===== config.mk =====
export PLATFORM = sky130hd
export DESIGN_NAME = aio_alarm_irq
export DESIGN_NICKNAME = d
export VERILOG_FILES = /design/src/rtl/aio_pkg.sv /design/src/rtl/aio_alarm_irq.sv
export VERILOG_INCLUDE_DIRS = /design/src /design/src/rtl
export SDC_FILE = /design/constraint.sdc
export NUM_CORES = 1
export LEC_CHECK = 0
export BUFFER_PORTS_ARGS = -buffer_cell sky130_fd_sc_hd__buf_2
export CAP_MARGIN = 20
export CORE_ASPECT_RATIO = 1.1
export CORE_UTILIZATION = 57
export DETAILED_ROUTE_END_ITERATION = 16
export PLACE_DENSITY_LB_ADDON = 0.2
export SYNTH_ARGS = -nofsm -noshare
export SYNTH_HDL_FRONTEND = slang
export SYNTH_SLANG_ARGS = --single-unit

===== constraint.sdc =====
create_clock -name ref_clk_i -period 3.9 [get_ports ref_clk_i]
set_input_delay 0.39 -clock ref_clk_i [delete_from_list [all_inputs] [get_ports ref_clk_i]]
set_output_delay 0.39 -clock ref_clk_i [all_outputs]
set_load 0.01 [all_outputs]

===== src/rtl/aio_cfg.svh =====
`ifndef AIO_CFG_SVH
`define AIO_CFG_SVH

// Register offsets.
`define AIO_OFS_MIN_ALARM   8'h08
`define AIO_OFS_HOUR_ALARM  8'h09
`define AIO_OFS_WDAY_ALARM  8'h0a
`define AIO_OFS_EXT         8'h0d
`define AIO_OFS_FLAG        8'h0e
`define AIO_OFS_CTRL        8'h0f

// Field positions.
`define AIO_BIT_FIELD_DIS   7
`define AIO_BIT_WDSEL       6
`define AIO_BIT_UF          5
`define AIO_BIT_TF          4
`define AIO_BIT_AF          3
`define AIO_BIT_UIE         5
`define AIO_BIT_TIE         4
`define AIO_BIT_AIE         3
`define AIO_BIT_RESET       0

// Reset values.
`define AIO_RST_ALARM       8'h00
`define AIO_RST_EXT         8'h00
`define AIO_RST_FLAG        8'h00
`define AIO_RST_CTRL        8'h40

// Writable and readable bit masks.
`define AIO_CTRL_WMASK      8'hf9
`define AIO_FLAG_RMASK      8'h38

`endif


===== src/rtl/aio_pkg.sv =====
package aio_pkg;
  typedef logic [7:0] aio_byte_t;
  typedef enum logic [1:0] {
    AIO_ST_IDLE  = 2'b00,
    AIO_ST_ARMED = 2'b01
  } aio_state_t;
endpackage


===== src/rtl/aio_alarm_irq.sv =====
`timescale 1ns/1ps
`default_nettype none
`include "aio_cfg.svh"

module aio_alarm_irq (
  // Clock and reset.
  input  wire logic           ref_clk_i,
  input  wire logic           rst_i,
  // Register port.
  input  wire logic           reg_wr_i,
  input  wire logic [7:0]     reg_addr_i,
  input  wire aio_pkg::aio_byte_t reg_wdata_i,
  output var  aio_pkg::aio_byte_t reg_rdata_o,
  // Running calendar.
  input  wire logic           cal_tick_i,
  input  wire logic [7:0]     cal_min_i,
  input  wire logic [7:0]     cal_hour_i,
  input  wire logic [7:0]     cal_week_i,
  input  wire logic [7:0]     cal_day_i,
  // Other interrupt events.
  input  wire logic           timer_event_i,
  input  wire logic           update_event_i,
  // Open-drain interrupt pin.
  output logic                irq_n_o,
  output logic                irq_n_oe_o
);
  import aio_pkg::*;

  ////////////////////////////////////////////////////////////////////////////
  // Registers.
  aio_byte_t  min_alarm_q;
  aio_byte_t  min_alarm_d;
  aio_byte_t  hour_alarm_q;
  aio_byte_t  hour_alarm_d;
  aio_byte_t  wday_alarm_q;
  aio_byte_t  wday_alarm_d;
  aio_byte_t  ext_q;
  aio_byte_t  ext_d;
  aio_byte_t  ctrl_q;
  aio_byte_t  ctrl_d;
  logic [2:0] flag_q;
  logic [2:0] flag_d;
  logic [2:0] flag_event;
  logic [2:0] flag_clear;
  logic [2:0] flag_enable;
  logic       match_q;
  logic       match_d;
  aio_state_t state_q;
  aio_state_t state_d;
  aio_byte_t  rdata_q;
  aio_byte_t  rdata_d;
  logic       irq_q;
  logic       irq_d;

  logic       min_ok;
  logic       hour_ok;
  logic       wday_ok;
  logic       match_now;
  logic       alarm_event;
  logic       alarm_irq_enable;
  logic       timer_irq_enable;
  logic       update_irq_enable;
  logic       week_or_date_select;
  logic       in_reset;
  logic       flag_wr;

  // Enables follow the next control value, so a cleared enable releases the pin on the write edge.
  assign alarm_irq_enable    = ctrl_d[`AIO_BIT_AIE];
  assign timer_irq_enable    = ctrl_d[`AIO_BIT_TIE];
  assign update_irq_enable   = ctrl_d[`AIO_BIT_UIE];
  assign week_or_date_select = ext_q[`AIO_BIT_WDSEL];
  assign in_reset            = ctrl_q[`AIO_BIT_RESET];
  assign flag_wr             = reg_wr_i && (reg_addr_i == `AIO_OFS_FLAG);

  ////////////////////////////////////////////////////////////////////////////
  // Alarm comparison.
  always_comb begin
    min_ok  = (min_alarm_q[6:0] == cal_min_i[6:0]);
    if (min_alarm_q[`AIO_BIT_FIELD_DIS]) begin
      min_ok = 1'b1;
    end
    hour_ok = (hour_alarm_q[5:0] == cal_hour_i[5:0]);
    if (hour_alarm_q[`AIO_BIT_FIELD_DIS]) begin
      hour_ok = 1'b1;
    end
    if (wday_alarm_q[`AIO_BIT_FIELD_DIS]) begin
      wday_ok = 1'b1;
    end else if (week_or_date_select) begin
      wday_ok = (wday_alarm_q[5:0] == cal_day_i[5:0]);
    end else begin
      wday_ok = |(wday_alarm_q[6:0] & cal_week_i[6:0]);
    end
    match_now = min_ok && hour_ok && wday_ok;
  end

  ////////////////////////////////////////////////////////////////////////////
  // Edge qualifier: armed by the first tick outside reset; fires only on a match after a tick with no match.
  always_comb begin
    match_d     = match_q;
    state_d     = state_q;
    alarm_event = 1'b0;
    case (state_q)
      AIO_ST_IDLE: begin
        if (cal_tick_i && !in_reset) begin
          state_d = AIO_ST_ARMED;
          match_d = match_now;
        end
      end
      AIO_ST_ARMED: begin
        if (in_reset) begin
          state_d = AIO_ST_IDLE;
        end else if (cal_tick_i) begin
          match_d     = match_now;
          alarm_event = match_now && !match_q;
        end
      end
      default: begin
        state_d = AIO_ST_IDLE;
      end
    endcase
  end

  ////////////////////////////////////////////////////////////////////////////
  // Qualifier state.
  always_ff @(posedge ref_clk_i) begin
    if (rst_i) begin
      match_q <= 1'b0;
      state_q <= AIO_ST_IDLE;
    end else begin
      match_q <= match_d;
      state_q <= state_d;
    end
  end

  ////////////////////////////////////////////////////////////////////////////
  // Register writes.
  always_comb begin
    min_alarm_d  = min_alarm_q;
    hour_alarm_d = hour_alarm_q;
    wday_alarm_d = wday_alarm_q;
    ext_d        = ext_q;
    ctrl_d       = ctrl_q;
    if (reg_wr_i) begin
      case (reg_addr_i)
        `AIO_OFS_MIN_ALARM: begin
          min_alarm_d = reg_wdata_i;
        end
        `AIO_OFS_HOUR_ALARM: begin
          hour_alarm_d = reg_wdata_i;
        end
        `AIO_OFS_WDAY_ALARM: begin
          wday_alarm_d = reg_wdata_i;
        end
        `AIO_OFS_EXT: begin
          ext_d = reg_wdata_i;
        end
        `AIO_OFS_CTRL: begin
          // Bits 2 and 1 have no storage and always read zero.
          ctrl_d = reg_wdata_i & `AIO_CTRL_WMASK;
        end
        default: begin
          ctrl_d = ctrl_q;
        end
      endcase
    end
  end

  always_ff @(posedge ref_clk_i) begin
    if (rst_i) begin
      min_alarm_q  <= `AIO_RST_ALARM;
      hour_alarm_q <= `AIO_RST_ALARM;
      wday_alarm_q <= `AIO_RST_ALARM;
      ext_q        <= `AIO_RST_EXT;
      ctrl_q       <= `AIO_RST_CTRL;
    end else begin
      min_alarm_q  <= min_alarm_d;
      hour_alarm_q <= hour_alarm_d;
      wday_alarm_q <= wday_alarm_d;
      ext_q        <= ext_d;
      ctrl_q       <= ctrl_d;
    end
  end

  ////////////////////////////////////////////////////////////////////////////
  // Interrupt flags: bit 0 alarm, bit 1 timer, bit 2 update.
  assign flag_event  = {update_event_i, timer_event_i, alarm_event};
  assign flag_enable = {update_irq_enable, timer_irq_enable, alarm_irq_enable};
  // Only a written zero clears a flag; written ones are ignored.
  assign flag_clear  = {3{flag_wr}} & ~{reg_wdata_i[`AIO_BIT_UF], reg_wdata_i[`AIO_BIT_TF],
                                        reg_wdata_i[`AIO_BIT_AF]};

  for (genvar i = 0; i < 3; i++) begin : g_flag
    // A set in the same cycle as a clearing write wins, so no event is lost.
    always_comb begin
      flag_d[i] = flag_q[i];
      if (flag_clear[i]) begin
        flag_d[i] = 1'b0;
      end
      if (flag_event[i]) begin
        flag_d[i] = 1'b1;
      end
    end

    always_ff @(posedge ref_clk_i) begin
      if (rst_i) begin
        flag_q[i] <= 1'b0;
      end else begin
        flag_q[i] <= flag_d[i];
      end
    end
  end

  ////////////////////////////////////////////////////////////////////////////
  // Read data and interrupt output.
  always_comb begin
    case (reg_addr_i)
      `AIO_OFS_MIN_ALARM: begin
        rdata_d = min_alarm_q;
      end
      `AIO_OFS_HOUR_ALARM: begin
        rdata_d = hour_alarm_q;
      end
      `AIO_OFS_WDAY_ALARM: begin
        rdata_d = wday_alarm_q;
      end
      `AIO_OFS_EXT: begin
        rdata_d = ext_q;
      end
      `AIO_OFS_FLAG: begin
        rdata_d = {2'b00, flag_q[2], flag_q[1], flag_q[0], 3'b000};
      end
      `AIO_OFS_CTRL: begin
        rdata_d = ctrl_q;
      end
      default: begin
        rdata_d = 8'h00;
      end
    endcase
    // The pin is pulled low while any flag meets its own enable.
    irq_d = |(flag_d & flag_enable);
  end

  always_ff @(posedge ref_clk_i) begin
    if (rst_i) begin
      rdata_q <= 8'h00;
      irq_q   <= 1'b0;
    end else begin
      rdata_q <= rdata_d;
      irq_q   <= irq_d;
    end
  end

  assign reg_rdata_o = rdata_q;
  assign irq_n_o     = 1'b0;
  assign irq_n_oe_o  = irq_q;

endmodule
`default_nettype wire


* After elaboration in Yosys (flattened, before gate mapping)
Cells that the tools add are included.
** Word-level totals
- Output and inout port bits :: 10
- Logic and storage cells :: 72
- Flip-flop bits (word level) :: 53
- Bits of input ports :: 54
** Cells by class
- Reduce and logical (&&, ||, !) cells :: 18
- Bitwise gates (word level) :: 4
- Mux-type cells :: 23
- Equal/unequal tests :: 14
** Operators with widths (count)
- 8-bit by 4-bit equality test with 1-bit output (second input constant) :: 6
- 8-bit case mux with 6 select lines :: 1
- 1-bit 2-to-1 mux :: 16
- 6-bit equality test :: 2
- 6-bit 2-to-1 mux :: 2
- 2-bit AND reduction :: 6
- 2-bit inequality test (second input constant) :: 4
- 7-bit AND :: 1
- 7-bit equality test :: 1
- 7-bit OR reduction :: 1
- 3-bit AND :: 2
- 1-bit logical AND :: 5
- 2-bit 2-to-1 mux :: 2
- 2-bit case mux with 2 select lines :: 1
- 4-bit AND reduction :: 1
- 3-bit NOT :: 1
- 3-bit OR reduction :: 1
- 2-bit by 1-bit equality test with 1-bit output (second input constant) :: 1
- 1-bit logical NOT :: 2
- 2-bit logical NOT :: 1
- 1-bit case mux with 2 select lines :: 1
- 2-bit nonzero test :: 1

* Depth between registers and ports, before layout
- Word-level depth :: 12
- Gate-level depth with buffers :: 7
- Depth with buffers taken out :: 5

* Least setup slack after synthesis
OpenSTA, ideal clock, no wires.
- Kind :: input-to-reg
- From :: in reg_addr_i[5]
- To :: reg irq_q (netlist: irq_n_oe_o)
- Buffers on the path :: 1
- Data arrival time :: 1.820 ns
- Slack :: 1.952 ns
- Required time :: 3.772 ns
- Library setup time :: 0.128 ns
- Cell stages on the path :: 6
- Cells stage by stage :: or3_1 > buf_6 > nor3_4 > mux2i_1 > a2bb2oi_1 > o211ai_2
** On the way
- Cells in the longest elaborated chain, start to end :: 7
- Elaborated cells on any way between the ends :: 14
- Those cells by class :: eq/ne (2); mux (8); bitwise (2); reduce/logical (2)
** RTL lines
- start, declared :: line aio_alarm_irq.sv:11 : input wire logic [7:0] reg_addr_i,
- 8-bit by 4-bit equality test with 1-bit output
- 1-bit logical AND :: line aio_alarm_irq.sv:73 : assign flag_wr = reg_wr_i && (reg_addr_i == `AIO_OFS_FLAG);
- 3-bit AND :: line aio_alarm_irq.sv:189 : assign flag_clear = {3{flag_wr}} & ~{reg_wdata_i[`AIO_BIT_UF], reg_wdata_i[`AIO_BIT_TF],
- 1-bit 2-to-1 mux :: line aio_alarm_irq.sv:196 : if (flag_clear[i]) begin
- 1-bit 2-to-1 mux :: line aio_alarm_irq.sv:199 : if (flag_event[i]) begin
- 3-bit AND (*) :: line aio_alarm_irq.sv:240 : irq_d = |(flag_d & flag_enable);
- 3-bit OR reduction (*) :: line aio_alarm_irq.sv:240
- end signal, assigned :: line aio_alarm_irq.sv:249 : irq_q <= irq_d;
- end, declared :: line aio_alarm_irq.sv:52 : logic irq_q;
Every way passes the cells marked *; elsewhere a longest branch is shown, timed or not.
A chain may end at the register's enable or synchronous reset.

* Worst setup path in the final report
- From :: in reg_addr_i[5]
- To :: reg hour_alarm_q[0]
** On the way
- Cells in the longest elaborated chain, start to end :: 2
** RTL lines
- 8-bit by 4-bit equality test with 1-bit output :: line aio_alarm_irq.sv:144 : case (reg_addr_i)
- 2-bit AND reduction (no line)
- end signal, assigned :: line aio_alarm_irq.sv:171 : hour_alarm_q <= `AIO_RST_ALARM;
- end signal, assigned :: line aio_alarm_irq.sv:177 : hour_alarm_q <= hour_alarm_d;
- end, declared :: line aio_alarm_irq.sv:33 : aio_byte_t hour_alarm_q;
No other way between the ends.

==> results.yml <==
critical_path:
  critPathKind: "input port to flip-flop"
  critical_path.slowest_cell: "nand4b_1"
  worst-path-max-fanout: 9
  slowest_delay_ns: 0.57
  required_ns: 4.06
  cp.arrival_ns: 2.40
  crit_chain: "buf_2 -> or3_1 -> nor3_2 -> nand4b_1 -> mux2i_1 -> nor2_1"
  cp-start-kind: "input port"
  cp-end-kind: "flip-flop"
drt:
  final_antenna_net_count: 0
  drtIter0Drc: 181
  vias_per_cell: 5.76
  drc: 0
  dr.pass1.iters: 5
  wirelength_um: 6000
  routedWlPerCell_um: 15.8
  detailroute.via_count: 2189
synthesis:
  yosysWarnings: 0
  yosysUniqueCellTypes: 49
  synth_area_um2: 2540
  synth-edff-count: 0
  synth-seq-cells: 52
  synthFlopType: "dfxtp_1"
  synth_top_area_cell: "dfxtp_1"
  syn_nets: 331
  ys_seq_area_frac: 0.410
  syn_area_per_cell_um2: 9.16
  yosys.area.top_type_share: 0.410
  syn_inst: 277
  ys_async_sr_fraction: 0
  synth.area.top_cells: "dfxtp_1 41%, mux2i_1 14%, nor2_1 6.4%"
cells_and_area:
  fillers: 378
  drive_gt1_frac: 0.230
  fin_nets: 379
  final_util: 0.680
  seqCellArea_um2: 1040
  stdcell_area_um2: 2910
  diodes: 0
  syn_to_final_growth_pct: 14.7
  multiInputGateArea_um2: 1420
placement:
  dp_hpwl_um: 4390
  place_area_um2: 2820
  finalWeightedCongestion: 0.857
  io_buffers: 56
cts:
  cts_buffers: 5
  cts_resized: 0
  hold_buffers: 0
  insertion_delay_ns: 0.31
  cts_setup_buffers: 0
  clk_pin_slew_ns: 0.09
  cts_tree: "done"
  clock_sinks: 52
  cts_root_buffer: "clkbuf_8"
  htree_levels: 2
  clock_path_buffers: 2
floorplanning:
  ioPinCount: 64
  rows: 25
  coreArea_um2: 4290
  die_h_um: 72.0
  dieArea_um2: 4730
  fp.dieW_um: 65.6
  initial_core_util: 0.592
sta:
  max_freq_mhz: 446
  worstMarginPinSlew_ns: 0.886
  clock_skew_ns: 0.00943
  relSlewSlack: 0.410
  fin_crit_sh: 0.575
  finalMaxSlewViolations: 0
  fin_crit_ns: 2.24
  setup_viol: 0
  hold_viol_final: 0
  rsz0062_at_grt: "no"
  setup-tns-final_ns: 0
global_routing:
  antenna_found_initial: 0
  grt_overflow_total: 0
  grt_pass1_wl_um: 9540
  grt_max_degree: 51
  grt.total_usage: 0.270
  grt_pass1_vias: 1981
run_status:
  run_status: "finished, final reports clean"
pwr:
  pwr_density_cell_nw_per_um2: 322
  ir_drop_mv: 0.227
  leakagePower_uw: 0.00133
worst_hold_path:
  hold_path_class: "input port to flip-flop"
run:
  drv_cap: 0
## kinds of logic after synthesis
logic type                count (synthesis)  share of synthesized area
and+or+nand+nor                          99                      0.197
DFF                                      52                      0.410
AOI/OAI and AO/OA                        48                      0.135
muxes                                    40                      0.160
xor gates and xnor gates                 19                     0.0655
buffers and inverters                    18                     0.0320
other                                     1                    0.00148
## report_power, final
part / switching (uW) / leakage [uW] / total, uW / internal (uW)
combinational: 50.3 / 0.000855 / 84.9 / 34.5
clock: 175 / 0.0000510 / 317 / 142
sequential: 1.86 / 0.000420 / 535 / 533
total: 227 / 0.00133 / 937 / 710
## critical path: cells and delay by family
| family | cells | cell delay (ns) |
|---|---|---|
| mux | 1 | 0.33 |
| simple gates | 4 | 1.59 |
| buf+inv | 1 | 0.09 |
## stage by stage
step,total power [uW],hold WS [ns],setup WS (ns),instances
after CTS,937,0.323,1.65,380
final,937,0.319,1.66,380
after global routing,970,0.322,1.50,380
after detailed placement,631,0.450,1.34,372
after floorplan,593,0.432,1.95,277
after global placement,630,0.441,1.37,372
## cell type report
class                           count  area share
Timing Repair Buffer               57      0.0988
Clock inverter                      2     0.00344
Inverter                            2     0.00258
Multi-Input combinational cell    207       0.486
Sequential cell                    52       0.357
Tap cell                           54      0.0232
Clock buffer                        6      0.0284
## synth_stat cells, types with 3 or more instances
| library cell | n |
|---|---|
| a21oi_1 | 14 |
| a221oi_1 | 3 |
| a22oi_1 | 6 |
| a31oi_1 | 4 |
| clkbuf_1 | 11 |
| dfxtp_1 | 52 |
| mux2_2 | 4 |
| mux2i_1 | 36 |
| nand2_1 | 15 |
| nand3_1 | 10 |
| nor2_1 | 43 |
| nor2b_1 | 7 |
| nor4_1 | 3 |
| o21ai_0 | 3 |
| xnor2_1 | 12 |
| xor2_1 | 7 |
## sequential cells by signal, indices dropped and copies added (netlist names)
name,flops
flag_q,3
hour_alarm_q,8
wday_alarm_q,8
irq_n_oe_o,1
min_alarm_q,8
match_q,1
reg_rdata_o,8
state_q,1
ctrl_q,6
ext_q,8
## metal layers
metal,share of wire,wire [um],GRT usage
met5,0,0,0
met3,0.039,234,0.0377
met2,0.47,2840,0.441
met4,0.013,76,0.0942
met1,0.48,2860,0.362
## cell usage in the layout, fill, tap and decap left out, types with 7 or more instances in the layout
| cell type | Yosys | routed |
|---|---|---|
| a21oi_1 | 14 | 14 |
| buf_2 | 2 | 56 |
| dfxtp_1 | 52 | 52 |
| mux2i_1 | 36 | 36 |
| nand2_1 | 15 | 15 |
| nand3_1 | 10 | 10 |
| nor2_1 | 43 | 43 |
| nor2b_1 | 7 | 7 |
| xnor2_1 | 12 | 12 |
| xor2_1 | 7 | 7 |
## worst paths after layout
kind	start	end	slack, ns	cells past startpoint
worst max-delay path	reg_addr_i[5]	hour_alarm_q[0]$_SDFFE_PP0P_	1.66	6
worst min-delay path	timer_event_i	flag_q[1]$_SDFF_PP0_	0.32	3
worst max register to register	wday_alarm_q[1]$_SDFFE_PP0P_	flag_q[0]$_SDFF_PP0_	2.29	5
worst min register to register	ext_q[4]$_SDFFE_PP0P_	ext_q[4]$_SDFFE_PP0P_	0.46	2
Note: power is estimated with default switching activity, not from simulation.
